--- src/design/clk_mode_map.svh ---
// Register offsets, field positions, reset values and codes of the mode block
`ifndef CLK_MODE_MAP_SVH
`define CLK_MODE_MAP_SVH
`define OFF_LINK_CLOCKING_CONFIG 8'h03
`define OFF_LEGACY_FORMAT        8'h04
`define OFF_DIV_CFG              8'h06
`define OFF_DIV_N                8'h07
`define OFF_PARALLEL_COMPAT_CFG  8'h10
`define OFF_COMPAT_DATATYPE      8'h11
`define MODE_FIELD_MSB           2
`define MODE_OVERRIDE_BIT        4
`define DIV_M_MSB                4
`define DIV_POST_LSB             5
`define DIV_POST_MSB             7
`define MATCH_EN_BIT             7
`define POSTDIV_CODE_RST         3'h2
`define DIV_M_RST                5'h01
`define DIV_N_RST                8'h01
`define LEGACY_FMT_RST           8'h00
`define COMPAT_CFG_RST           8'h00
`define COMPAT_DT_RST            8'h00
`define ADDR_PRIMARY             7'h30
`define ADDR_SECONDARY           7'h32
`define FMT_RAW10                2'h0
`define FMT_RAW12_HF             2'h1
`endif

--- src/design/clk_mode_pkg.sv ---
// Types shared by the clocking mode block
`default_nettype none
package clk_mode_pkg;
    typedef enum logic [2:0] {
        MODE_SYNC       = 3'h0,
        MODE_NONSYNC_EXT = 3'h2,
        MODE_NONSYNC_INT = 3'h3,
        MODE_LEGACY     = 3'h5
    } op_mode_t;
    typedef enum logic [1:0] {
        REF_BACK_CHANNEL,
        REF_EXT_CLOCK,
        REF_ALWAYS_ON,
        REF_NONE
    } ref_src_t;
endpackage
`default_nettype wire

--- src/design/clk_mode_select.sv ---
// Clocking mode selection, mode register set and reference clock divider
`include "clk_mode_map.svh"
`default_nettype none

module clk_mode_select #(
    parameter int DIV_W = 13
) (
    // Clock and reset
    input  wire logic       core_clk_in,
    input  wire logic       sys_rst_in,
    // Pins and straps
    input  wire logic       power_down_input_in,
    input  wire logic [2:0] mode_strap_in,
    input  wire logic       address_strap_pin_in,
    input  wire logic       forward_link_rate_in,
    // Register port
    input  wire logic       reg_wr_in,
    input  wire logic       reg_rd_in,
    input  wire logic [7:0] reg_addr_in,
    input  wire logic [7:0] reg_wdata_in,
    output logic      [7:0] reg_rdata_out,
    // Packet filter
    input  wire logic [5:0] pkt_dtype_in,
    output logic            pkt_forward_out,
    // Mode and clock outputs
    output logic      [2:0] op_mode_out,
    output logic      [1:0] ref_src_out,
    output logic      [1:0] pixel_fmt_out,
    output logic      [6:0] target_addr_out,
    output logic            ref_clk_out,
    output logic            ref_clk_oe_out
);
    initial begin
        if (DIV_W < 9 || DIV_W > 16)
            $error("DIV_W out of range");
    end

    logic       pd_prev_reg;
    logic       active_reset;
    logic       pd_rise;
    logic [2:0] mode_reg;
    logic       override_reg;
    logic [7:0] fmt_reg;
    logic [7:0] cfg_reg;
    logic [7:0] dt_reg;
    logic [7:0] div_mp_reg;
    logic [7:0] div_n_reg;
    logic [DIV_W-1:0] acc_reg;
    logic [DIV_W-1:0] acc_next;
    logic [DIV_W-1:0] period;
    logic       clk_en;
    logic [2:0] wmode;
    logic       wmode_ok;

    // Power-down low acts as a second reset for the mode logic
    assign active_reset = sys_rst_in || !power_down_input_in;
    assign pd_rise = power_down_input_in && !pd_prev_reg;
    assign wmode = reg_wdata_in[`MODE_FIELD_MSB:0];
    // Unlisted codes are refused on software writes; the strap path still loads any code
    assign wmode_ok = (wmode == clk_mode_pkg::MODE_SYNC) ||
                      (wmode == clk_mode_pkg::MODE_NONSYNC_EXT) ||
                      (wmode == clk_mode_pkg::MODE_NONSYNC_INT) ||
                      (wmode == clk_mode_pkg::MODE_LEGACY);

    // Edge detector on the power-down control
    always_ff @(posedge core_clk_in) begin
        if (sys_rst_in)
            pd_prev_reg <= 1'b0;
        else
            pd_prev_reg <= power_down_input_in;
    end

    // Mode field: strap on release, software only when unlocked
    always_ff @(posedge core_clk_in) begin
        if (active_reset) begin
            mode_reg     <= 3'h0;
            override_reg <= 1'b0;
        end else if (pd_rise) begin
            mode_reg     <= mode_strap_in;
            override_reg <= 1'b0;
        end else if (reg_wr_in &&
                     reg_addr_in == `OFF_LINK_CLOCKING_CONFIG) begin
            // Unlock takes effect from the next write, not this one
            override_reg <= reg_wdata_in[`MODE_OVERRIDE_BIT];
            if (override_reg && wmode_ok)
                mode_reg <= wmode;
        end
    end

    // Configuration registers for divider and legacy packing
    always_ff @(posedge core_clk_in) begin
        if (active_reset) begin
            fmt_reg    <= `LEGACY_FMT_RST;
            cfg_reg    <= `COMPAT_CFG_RST;
            dt_reg     <= `COMPAT_DT_RST;
            div_mp_reg <= {`POSTDIV_CODE_RST, `DIV_M_RST};
            div_n_reg  <= `DIV_N_RST;
        end else if (reg_wr_in) begin
            unique case (reg_addr_in)
                `OFF_LEGACY_FORMAT:
                    fmt_reg <= reg_wdata_in;
                `OFF_PARALLEL_COMPAT_CFG:
                    cfg_reg <= reg_wdata_in;
                `OFF_COMPAT_DATATYPE:     dt_reg     <= reg_wdata_in;
                `OFF_DIV_CFG:             div_mp_reg <= reg_wdata_in;
                `OFF_DIV_N:               div_n_reg  <= reg_wdata_in;
                default: ;
            endcase
        end
    end

    // Read data: mode field always the live mode
    always_ff @(posedge core_clk_in) begin
        if (active_reset)
            reg_rdata_out <= 8'h00;
        else if (reg_rd_in) begin
            unique case (reg_addr_in)
                `OFF_LINK_CLOCKING_CONFIG:
                    reg_rdata_out <= {3'h0, override_reg, 1'b0,
                                      mode_reg};
                `OFF_LEGACY_FORMAT:       reg_rdata_out <= fmt_reg;
                `OFF_PARALLEL_COMPAT_CFG: reg_rdata_out <= cfg_reg;
                `OFF_COMPAT_DATATYPE:     reg_rdata_out <= dt_reg;
                `OFF_DIV_CFG:             reg_rdata_out <= div_mp_reg;
                `OFF_DIV_N:               reg_rdata_out <= div_n_reg;
                default:                  reg_rdata_out <= 8'h00;
            endcase
        end
    end

    // Mode decode, pixel format and address straps
    always_ff @(posedge core_clk_in) begin
        if (active_reset) begin
            op_mode_out     <= 3'h0;
            ref_src_out     <= clk_mode_pkg::REF_NONE;
            pixel_fmt_out   <= `FMT_RAW10;
            target_addr_out <= `ADDR_PRIMARY;
        end else begin
            op_mode_out <= mode_reg;
            unique case (mode_reg)
                clk_mode_pkg::MODE_SYNC:
                    ref_src_out <= clk_mode_pkg::REF_BACK_CHANNEL;
                clk_mode_pkg::MODE_NONSYNC_EXT:
                    ref_src_out <= clk_mode_pkg::REF_EXT_CLOCK;
                clk_mode_pkg::MODE_NONSYNC_INT:
                    ref_src_out <= clk_mode_pkg::REF_ALWAYS_ON;
                clk_mode_pkg::MODE_LEGACY:
                    ref_src_out <= clk_mode_pkg::REF_EXT_CLOCK;
                default:
                    ref_src_out <= clk_mode_pkg::REF_NONE;
            endcase
            // Only raw10 and the high-rate raw12 exist here
            pixel_fmt_out <= fmt_reg[0] ?
                             `FMT_RAW12_HF : `FMT_RAW10;
            if (pd_rise)
                target_addr_out <= address_strap_pin_in ?
                                   `ADDR_SECONDARY : `ADDR_PRIMARY;
        end
    end

    // Packet filter on the datatype value
    always_ff @(posedge core_clk_in) begin
        if (active_reset)
            pkt_forward_out <= 1'b0;
        else
            pkt_forward_out <= !dt_reg[`MATCH_EN_BIT] ||
                               (pkt_dtype_in == dt_reg[5:0]);
    end

    // Divider period P*N; M steps the accumulator per link enable
    // Product fits 16 bits for any post code and N; cut to DIV_W on purpose
    assign period = DIV_W'(
        ({13'h0, 3'h1} << div_mp_reg[`DIV_POST_MSB:`DIV_POST_LSB])
        * {8'h0, div_n_reg});
    // Internal oscillator mode must leave the sensor pin quiet
    assign clk_en = (mode_reg !=
                     clk_mode_pkg::MODE_NONSYNC_INT);
    always_comb begin
        acc_next = acc_reg + DIV_W'(div_mp_reg[`DIV_M_MSB:0]);
        if (acc_next >= period)
            acc_next = acc_next - period;
    end

    // Fractional divider; output toggles on each wrap for half period
    always_ff @(posedge core_clk_in) begin
        if (active_reset || !clk_en) begin
            acc_reg        <= '0;
            ref_clk_out    <= 1'b0;
            ref_clk_oe_out <= 1'b0;
        end else begin
            ref_clk_oe_out <= 1'b1;
            if (forward_link_rate_in) begin
                acc_reg <= acc_next;
                if (acc_reg + DIV_W'(div_mp_reg[`DIV_M_MSB:0]) >= period)
                    ref_clk_out <= ~ref_clk_out;
            end
        end
    end

    // Checks on the mode field
    mode_lock_a: assert property (
        @(posedge core_clk_in) disable iff (active_reset)
        (reg_wr_in && reg_addr_in == `OFF_LINK_CLOCKING_CONFIG &&
         !override_reg && !pd_rise) |=> $stable(mode_reg))
        else $error("locked mode field changed");
    mode_write_a: assert property (
        @(posedge core_clk_in) disable iff (active_reset)
        (reg_wr_in && reg_addr_in == `OFF_LINK_CLOCKING_CONFIG &&
         override_reg && wmode_ok && !pd_rise) |=>
        mode_reg == $past(wmode))
        else $error("unlocked mode write lost");
    strap_latch_a: assert property (
        @(posedge core_clk_in) disable iff (active_reset)
        pd_rise |=> mode_reg == $past(mode_strap_in))
        else $error("strap not latched");
    mode_read_a: assert property (
        @(posedge core_clk_in) disable iff (active_reset)
        (reg_rd_in && reg_addr_in == `OFF_LINK_CLOCKING_CONFIG) |=>
        reg_rdata_out[2:0] == $past(mode_reg))
        else $error("mode readback wrong");
    mode_out_a: assert property (
        @(posedge core_clk_in) disable iff (active_reset)
        1'b1 |=> op_mode_out == $past(mode_reg))
        else $error("mode output lags wrongly");

    // Checks on the source decode
    sync_src_a: assert property (
        @(posedge core_clk_in) disable iff (active_reset)
        (mode_reg == clk_mode_pkg::MODE_SYNC) |=>
        ref_src_out == clk_mode_pkg::REF_BACK_CHANNEL)
        else $error("sync source wrong");
    ext_src_a: assert property (
        @(posedge core_clk_in) disable iff (active_reset)
        (mode_reg == clk_mode_pkg::MODE_NONSYNC_EXT) |=>
        ref_src_out == clk_mode_pkg::REF_EXT_CLOCK)
        else $error("external source wrong");
    int_src_a: assert property (
        @(posedge core_clk_in) disable iff (active_reset)
        (mode_reg == clk_mode_pkg::MODE_NONSYNC_INT) |=>
        ref_src_out == clk_mode_pkg::REF_ALWAYS_ON)
        else $error("internal source wrong");
    legacy_src_a: assert property (
        @(posedge core_clk_in) disable iff (active_reset)
        (mode_reg == clk_mode_pkg::MODE_LEGACY) |=>
        ref_src_out == clk_mode_pkg::REF_EXT_CLOCK)
        else $error("legacy source wrong");

    // Checks on the reference output
    int_osc_off_a: assert property (
        @(posedge core_clk_in) disable iff (sys_rst_in)
        (mode_reg == clk_mode_pkg::MODE_NONSYNC_INT) |=> !ref_clk_oe_out)
        else $error("output on in internal mode");
    pd_low_off_a: assert property (
        @(posedge core_clk_in)
        !power_down_input_in |=> !ref_clk_oe_out)
        else $error("output driven in power-down");
    ext_on_a: assert property (
        @(posedge core_clk_in) disable iff (active_reset)
        (mode_reg == clk_mode_pkg::MODE_NONSYNC_EXT) [*2] |-> ref_clk_oe_out)
        else $error("output off in external mode");
    sync_on_a: assert property (
        @(posedge core_clk_in) disable iff (active_reset)
        (mode_reg == clk_mode_pkg::MODE_SYNC) [*2] |-> ref_clk_oe_out)
        else $error("output off in sync mode");
    wrap_toggle_a: assert property (
        @(posedge core_clk_in) disable iff (active_reset)
        (clk_en && forward_link_rate_in &&
         acc_reg + DIV_W'(div_mp_reg[`DIV_M_MSB:0]) >= period) |=>
        ref_clk_out != $past(ref_clk_out))
        else $error("divider wrap without toggle");
    post_rst_a: assert property (
        @(posedge core_clk_in)
        sys_rst_in |=>
        div_mp_reg[`DIV_POST_MSB:`DIV_POST_LSB] == `POSTDIV_CODE_RST)
        else $error("post divider reset wrong");

    // Checks on straps, format and legacy registers
    addr_strap_a: assert property (
        @(posedge core_clk_in) disable iff (active_reset)
        pd_rise |=> target_addr_out == ($past(address_strap_pin_in) ?
                                        `ADDR_SECONDARY : `ADDR_PRIMARY))
        else $error("target address strap lost");
    fmt_raw_a: assert property (
        @(posedge core_clk_in) disable iff (active_reset)
        1'b1 |=> pixel_fmt_out == ($past(fmt_reg[0]) ?
                                   `FMT_RAW12_HF : `FMT_RAW10))
        else $error("pixel format wrong");
    fmt_write_a: assert property (
        @(posedge core_clk_in) disable iff (active_reset)
        (reg_wr_in && reg_addr_in == `OFF_LEGACY_FORMAT) |=>
        fmt_reg == $past(reg_wdata_in))
        else $error("format override write lost");
    cfg_write_a: assert property (
        @(posedge core_clk_in) disable iff (active_reset)
        (reg_wr_in && reg_addr_in == `OFF_PARALLEL_COMPAT_CFG) |=>
        cfg_reg == $past(reg_wdata_in))
        else $error("packing config write lost");
    filter_a: assert property (
        @(posedge core_clk_in) disable iff (active_reset)
        (dt_reg[`MATCH_EN_BIT] && pkt_dtype_in == dt_reg[5:0]) |=>
        pkt_forward_out)
        else $error("matching packet dropped");
    filter_miss_a: assert property (
        @(posedge core_clk_in) disable iff (active_reset)
        (dt_reg[`MATCH_EN_BIT] && pkt_dtype_in != dt_reg[5:0]) |=>
        !pkt_forward_out)
        else $error("mismatching packet forwarded");
endmodule
`default_nettype wire

--- config.mk ---
export PLATFORM = sky130hd
export DESIGN_NAME = clk_mode_select
export DESIGN_NICKNAME = d
export VERILOG_FILES = /design/src/design/clk_mode_pkg.sv /design/src/design/clk_mode_select.sv
export VERILOG_INCLUDE_DIRS = /design/src /design/src/design
export SDC_FILE = /design/constraint.sdc
export NUM_CORES = 1
export LEC_CHECK = 0
export BUFFER_PORTS_ARGS = -buffer_cell sky130_fd_sc_hd__buf_4
export CAP_MARGIN = 20
export CORE_MARGIN = 2
export CORE_UTILIZATION = 55
export CTS_BUF_LIST = sky130_fd_sc_hd__clkbuf_8 sky130_fd_sc_hd__clkbuf_16
export CTS_CLUSTER_SIZE = 8
export DETAILED_ROUTE_END_ITERATION = 8
export GPL_ROUTABILITY_DRIVEN = 0
export PLACE_DENSITY = 0.78
export SLEW_MARGIN = 10
export SYNTH_ARGS = -nofsm -noshare
export SYNTH_HDL_FRONTEND = slang
export SYNTH_SLANG_ARGS = --single-unit
--- constraint.sdc ---
create_clock -name core_clk_in -period 5.8 [get_ports core_clk_in]
set_input_delay 0.58 -clock core_clk_in [delete_from_list [all_inputs] [get_ports core_clk_in]]
set_output_delay 0.58 -clock core_clk_in [all_outputs]
set_load 0.005 [all_outputs]
==> impl_metrics.env, run 1 <==
export IMPL_synth_seq_cells=76
export IMPL_globalRouteOverflowTotal=0
export IMPL_drt_antenna_violating_nets=0
export IMPL_io_buffer_count=49
export IMPL_critical_path_top_delay_family="adder cells"
export IMPL_yosys_top_cells_area="dfxtp_1, fa_1, ha_1"
export IMPL_syn_cell_area_um2=6330
export IMPL_hold_slack_ns=0.458
export IMPL_std_cell_rows=39
export IMPL_drt_wl_total_um=16600
export IMPL_detail_route_first_pass_iterations=5
export IMPL_synth_largest_type_area_fraction_pct=24.0
export IMPL_tritoncts="built"
export IMPL_clock_buffer_count_from_cts=9
export IMPL_route_vias_total=5873
export IMPL_peakVddDrop_mv=0.172
export IMPL_fin_ws_ns=-0.102
export IMPL_layoutNonFillerInstCount=986
export IMPL_area_of_the_die_um2=12400
export IMPL_cts_path_max_buffers=2
export IMPL_yosys_area_top_type="dfxtp_1"
export IMPL_final_setup_skew_ns=0.00872
export IMPL_clk_latency_ns=0.34
export IMPL_initial_core_util_pct=55.9
export IMPL_worst_hold_check_path_type="reg2reg"
export IMPL_synth_cell_types=66
export IMPL_die_w_um=111
export IMPL_period_share_pct=102
export IMPL_reg_clk_slew_reported_paths_ns=0.06
export IMPL_worst_path_max_delay_cell="fa_1"
export IMPL_finish_net_count=950
export IMPL_die_h_um=111
export IMPL_pin_count=57
export IMPL_setup_viol=11
export IMPL_synth_async_reset_ratio_pct=0
export IMPL_final_max_slew_viol_count=0
export IMPL_area_growth_syn_to_layout_pct=20.8
export IMPL_slew_limit_headroom_pct=42.4
export IMPL_number_of_antenna_violations_at_the_first_check_in_global_routing=0
export IMPL_startpoint_type="flip-flop"
export IMPL_final_design_area_no_fill_um2=7650
export IMPL_setup_slack_after_placement_ns=-0.234
export IMPL_violations_in_the_final_reports="negative setup slack"
export IMPL_worstSetupEndpointType="flip-flop"
export IMPL_max_cap_violations=0
export IMPL_worst_path_largest_cell_delay_ns=0.51
export IMPL_most_common_cell_after_layout_fill_and_taps_aside="buf_4"
export IMPL_syn_area_cell_um2=8.29
export IMPL_number_of_flops_mapped_to_enable_cells_by_yosys=0
export IMPL_layout_area_seq_um2=1530
export IMPL_filler_cell_count=897
export IMPL_antenna_cells=0
export IMPL_timing_final_hold_violations=0
export IMPL_dp_final_hpwl_um=12100
export IMPL_cp_max_fo=7
export IMPL_grt_first_pass_wirelength_um=26700
export IMPL_drive_above_1_share_pct=20.5
export IMPL_arrival_ns=6.18
export IMPL_fin_crit_ns=5.90
export IMPL_grt_total_usage_pct=25.9
export IMPL_clock_tree_htree_level_count=3
export IMPL_worstSetupPathType="reg2reg"
export IMPL_grt_start_max_net_pins=50
export IMPL_hold_buffers=0
export IMPL_finalSetupTns_ns=-0.465
export IMPL_synth_seq_area_share_pct=24.0
export IMPL_tritoncts_num_sinks=76
export IMPL_grt_pass1_vias=5692
export IMPL_post_dp_cell_area_um2=7070
export IMPL_p_per_area_nw_per_um2=187
export IMPL_synthCells=763
export IMPL_run_status="finished with violations"
export IMPL_leak_pwr_uw=0.00330
export IMPL_synth_warnings=0
export IMPL_crit_required_ns=6.08
export IMPL_final_cell_mix="buf_4, dfxtp_1, a21oi_1"
export IMPL_multi_input_comb_area_um2=4660
export IMPL_max_slew_worst_pin_slew_ns=0.853
export IMPL_cts_root_buf="clkbuf_16"
export IMPL_synth_ff_type="dfxtp_1"
export IMPL_wire_per_inst_um=16.9
export IMPL_rsz0062_at_grt="true"
export IMPL_cp_num_buf_inv=5
export IMPL_drtIter0Drc=444
export IMPL_routed_via_density=5.96
export IMPL_max_freq_ghz=0.169
export IMPL_largest_register_ffs=13
export IMPL_numPlacedInstances=960
export IMPL_core_area_um2=11300
export IMPL_route_detailed_drc=0
final timing paths:
kind                        to          start  cells past startpoint  slack [ns]
setup / recovery    acc_reg[1]  div_mp_reg[7]                     25       -0.10
hold / removal    override_reg    pd_prev_reg                      2        0.46
setup reg to reg    acc_reg[1]  div_mp_reg[7]                     25       -0.10
hold reg to reg   override_reg    pd_prev_reg                      2        0.46
metal layers:
layer | GRT usage (%) | vias up | part of all wire [%]
met4 | 9.79 | 0 | 3.1
met5 | 0 | - | 0
met1 | 30.9 | 2817 | 40
li1 | - | 2773 | -
met3 | 3.61 | 48 | 5.4
met2 | 47.1 | 235 | 51
tightest hold or removal path: stages (launching register included):
cell and delay (ns):
dfxtp_1 0.33, nand2_1 0.06, nor2_1 0.03
through the flow:
step | total power (uW) | util, %
floorplan | 765 | -
global placement | 854 | 62.5
detailed placement | 863 | 62.5
CTS | 1410 | 65.6
global route | 1480 | 67.5
finish | 1430 | 67.5
Yosys cell counts (3+ instances only):
cell	instances
dfxtp_1	76
a21oi_1	64
nor4b_1	4
nor3b_1	7
nor4_1	3
nand2_1	59
a21o_1	9
buf_1	5
mux2i_1	32
o41ai_1	5
buf_4	7
inv_1	53
nor3_1	13
ha_1	44
xnor2_1	17
clkbuf_1	27
nor2_1	62
a22oi_1	11
xor2_1	18
nand4_1	5
or3_1	3
a31oi_1	7
and2_1	56
a211oi_1	10
nor2b_1	8
o21ai_0	24
nand2b_1	7
fa_1	36
and3b_1	3
nand3_1	35
o21a_1	7
and3_1	3
cell type report:
type                       instances  area share [%]
clock buffer                       9            2.95
inverter                          53            2.60
timing repair buffer             102            10.4
multi-input combinational        596            60.9
sequential                        76            20.0
clock inverter                     7           0.753
tap                              143            2.34
cells by family (layout without fill, tap and decap cells):
family          Yosys count  after routing  synth area share, %
buf+inv                  96            171                 6.39
xor+xnor                 35             35                 4.84
mux                      34             34                 5.48
other cells               2              7                0.119
fa+ha+maj                80             80                 20.1
flops                    76             76                 24.0
compound gates          158            158                 15.7
simple gates            282            282                 23.3
power breakdown:
group | internal (uW) | switching (uW)
logic | 165 | 180
registers | 532 | 11.1
clock network | 296 | 243
what timing repair did:
| item | in CTS | in global routing |
|---|---|---|
| cloned | 0 | 0 |
| setup buffers | 3 | 7 |
| endpoints found under the setup margin | 14 | 14 |
| resized for setup | 11 | 38 |
| pin swaps | 4 | 33 |
(Power assumes the default switching activity.)
==> inputs of run 2 (changes only) <==
==> constraint.sdc (replaced) <==
create_clock -name core_clk_in -period 5.8 [get_ports core_clk_in]
set_input_delay 1.16 -clock core_clk_in [delete_from_list [all_inputs] [get_ports core_clk_in]]
set_output_delay 1.16 -clock core_clk_in [all_outputs]
set_load 0.005 [all_outputs]
==> run 2 against run 1 <==
Sequential share of layout area down 0.35 points. Via count grew 0.90%. Die area did not move. Wire length is 2.6% higher. Largest cell class unchanged. The run still ends with negative setup slack left. Cell area increased by 1.8%. Flip-flop and latch count unchanged. Setup slack got worse by 0.046 ns.
==> impl_metrics.env, run 2 (synthesis results as in run 1) <==
export IMPL_run_status="finished with violations"
export IMPL_violations_in_the_final_reports="negative setup slack"
export IMPL_critical_path_top_delay_family="adder cells"
export IMPL_regToRegEndpoint="acc_reg[1]"
export IMPL_cp_num_buf_inv=4
export IMPL_leak_pwr_uw=0.00338
export IMPL_crit_reg2reg_launch="div_mp_reg[6]"
export IMPL_hold_buffers=0
export IMPL_initial_core_util_pct=55.9
export IMPL_worst_r2r_setup_slack_ns=-0.15
export IMPL_final_cell_mix="buf_4, dfxtp_1, a21oi_1"
export IMPL_grt_first_pass_wirelength_um=27900
export IMPL_drtIter0Drc=521
export IMPL_rsz0062_at_grt="true"
export IMPL_drt_wl_total_um=17100
export IMPL_antenna_cells=0
export IMPL_number_of_antenna_violations_at_the_first_check_in_global_routing=0
export IMPL_cts_path_max_buffers=2
export IMPL_io_buffer_count=49
export IMPL_finalSetupTns_ns=-0.835
export IMPL_cp_max_fo=6
export IMPL_area_growth_syn_to_layout_pct=23.0
export IMPL_netSwitchingPower_uw=436
export IMPL_tritoncts_num_sinks=76
export IMPL_timing_final_hold_violations=0
export IMPL_max_freq_ghz=0.168
export IMPL_largest_register_ffs=13
export IMPL_power_share_clock_pct=37.5
export IMPL_setup_worst_path_end="acc_reg[1]"
export IMPL_grt_total_usage_pct=27.3
export IMPL_ff2ff_path_depth=22
export IMPL_setup_viol=14
export IMPL_detail_route_first_pass_iterations=6
export IMPL_most_common_cell_after_layout_fill_and_taps_aside="buf_4"
export IMPL_layoutNonFillerInstCount=993
export IMPL_crit_required_ns=6.07
export IMPL_worst_hold_check_path_type="reg2reg"
export IMPL_power_share_sequential_pct=36.6
export IMPL_route_detailed_drc=0
export IMPL_clock_buffer_count_from_cts=9
export IMPL_wire_per_inst_um=17.2
export IMPL_arrival_ns=6.22
export IMPL_clock_tree_htree_level_count=3
export IMPL_p_per_area_nw_per_um2=191
export IMPL_grt_start_max_net_pins=30
export IMPL_critical_path_cell_chain="buf_6 -> nor3b_4 -> buf_6 -> and2_1 -> fa_1 -> fa_1 -> fa_1 -> fa_1 -> ha_1 -> nor3_1 -> nor2_1 -> o41ai_2 -> buf_4 -> xor2_1 -> ha_1 -> a21o_1 -> a211oi_4 -> a21oi_4 -> or3_4 -> buf_8 -> mux2_4 -> o21ai_2"
export IMPL_p_comb_share_pct=25.9
export IMPL_slew_limit_headroom_pct=28.1
export IMPL_drive_above_1_share_pct=22.2
export IMPL_tritoncts="built"
export IMPL_worst_path_largest_cell_delay_ns=0.58
export IMPL_routed_via_density=5.97
export IMPL_worstSetupPathType="reg2reg"
export IMPL_cts_root_buf="clkbuf_16"
export IMPL_power_switching_fraction_pct=29.4
export IMPL_path_common_cell="fa_1"
export IMPL_startpoint_type="flip-flop"
export IMPL_area_of_the_die_um2=12400
export IMPL_cp_depth=22
export IMPL_worstSetupEndpointType="flip-flop"
export IMPL_die_h_um=111
export IMPL_final_setup_skew_ns=0.00821
export IMPL_fin_ws_ns=-0.148
export IMPL_numPlacedInstances=960
export IMPL_route_vias_total=5926
export IMPL_worst_path_max_delay_cell="fa_1"
export IMPL_max_slew_worst_pin_slew_ns=1.08
export IMPL_grt_pass1_vias=5947
export IMPL_final_max_slew_viol_count=0
export IMPL_internal_power_uw=1050
export IMPL_std_cell_rows=39
export IMPL_reg_clk_slew_reported_paths_ns=0.06
export IMPL_pin_count=57
export IMPL_max_cap_violations=0
export IMPL_fin_crit_ns=5.95
export IMPL_die_w_um=111
export IMPL_globalRouteOverflowTotal=0
export IMPL_finish_net_count=958
export IMPL_drt_antenna_violating_nets=0
export IMPL_core_area_um2=11300
export IMPL_dp_final_hpwl_um=12300
export IMPL_hold_slack_ns=0.457
export IMPL_clk_latency_ns=0.34
export IMPL_startpoint="div_mp_reg[6]"
export IMPL_period_share_pct=103
export IMPL_filler_cell_count=844
export IMPL_peakVddDrop_mv=0.158
==> run 2: changes by cell type in the layout (fill, tap and decap cells not counted), sizes merged <==
cell,change
inv,-3
clkinvlp,-1
bufinv,+1
clkinv,+2
buf,+8
==> run 2: worst min-delay path, delay by kind of cell, from the launching register on <==
kind               cells  cell delay [ns]
AOI/OAI and AO/OA      1             0.05
and+or+nand+nor        1             0.05
DFF                    1             0.31
==> run 2: area by class of cell <==
| type | instances | area (um^2) | share of cell area (%) |
|---|---|---|---|
| multi-input combinational | 596 | 4710 | 60.5 |
| sequential | 76 | 1530 | 19.7 |
| clock buffer | 9 | 225 | 2.89 |
| tap | 143 | 179 | 2.30 |
| timing repair buffer | 110 | 871 | 11.2 |
| inverter | 53 | 199 | 2.56 |
| clock inverter | 6 | 65.1 | 0.836 |
==> run 2: worst min path at each step <==
| stage | startpoint | endpoint | slack (ns) | depth (start not counted) |
|---|---|---|---|---|
| after global routing | cfg_reg[7] | cfg_reg[7] | 0.48 | 2 |
| after detailed placement | fmt_reg[1] | fmt_reg[1] | 0.45 | 2 |
| after CTS | fmt_reg[2] | fmt_reg[2] | 0.46 | 2 |
| after floorplan | dt_reg[7] | pkt_forward_out | 0.43 | 1 |
| after global placement | fmt_reg[1] | fmt_reg[1] | 0.44 | 2 |
| final | cfg_reg[5] | cfg_reg[5] | 0.46 | 2 |
==> run 2: power groups by stage <==
| stage | logic, uW | clock network (uW) | registers [uW] |
|---|---|---|---|
| global route | 410 | 580 | 545 |
| global placement | 299 | 0 | 555 |
| CTS | 327 | 560 | 544 |
| finish | 384 | 557 | 544 |
| detailed placement | 307 | 0 | 556 |
| floorplan | 213 | 0 | 552 |
==> run 2: repair_timing <==
item	4_1_cts	5_1_grt
endpoints found under the setup margin	14	14
pin swaps	30	21
setup buffers	16	3
gates resized for setup	41	27
==> run 2: routing by layer <==
layer  wire [um]  vias up  GRT usage (%)
met1        6610     2830           31.4
met5           0        -              0
met3         959       72           5.03
met2        8810      248           48.4
met4         704        0           13.6
li1            -     2776              -
==> run 2: through the flow <==
| stage | setup WS [ns] | util [%] | instance area (um^2) | power [uW] |
|---|---|---|---|---|
| after CTS | -0.0861 | 67.4 | 7630 | 1430 |
| after global placement | -0.0864 | 62.5 | 7070 | 855 |
| after detailed placement | -0.287 | 62.5 | 7070 | 863 |
| final | -0.148 | 68.8 | 7780 | 1490 |
| after floorplan | 0.00967 | - | 6420 | 765 |
| after global routing | -0.273 | 68.8 | 7780 | 1540 |
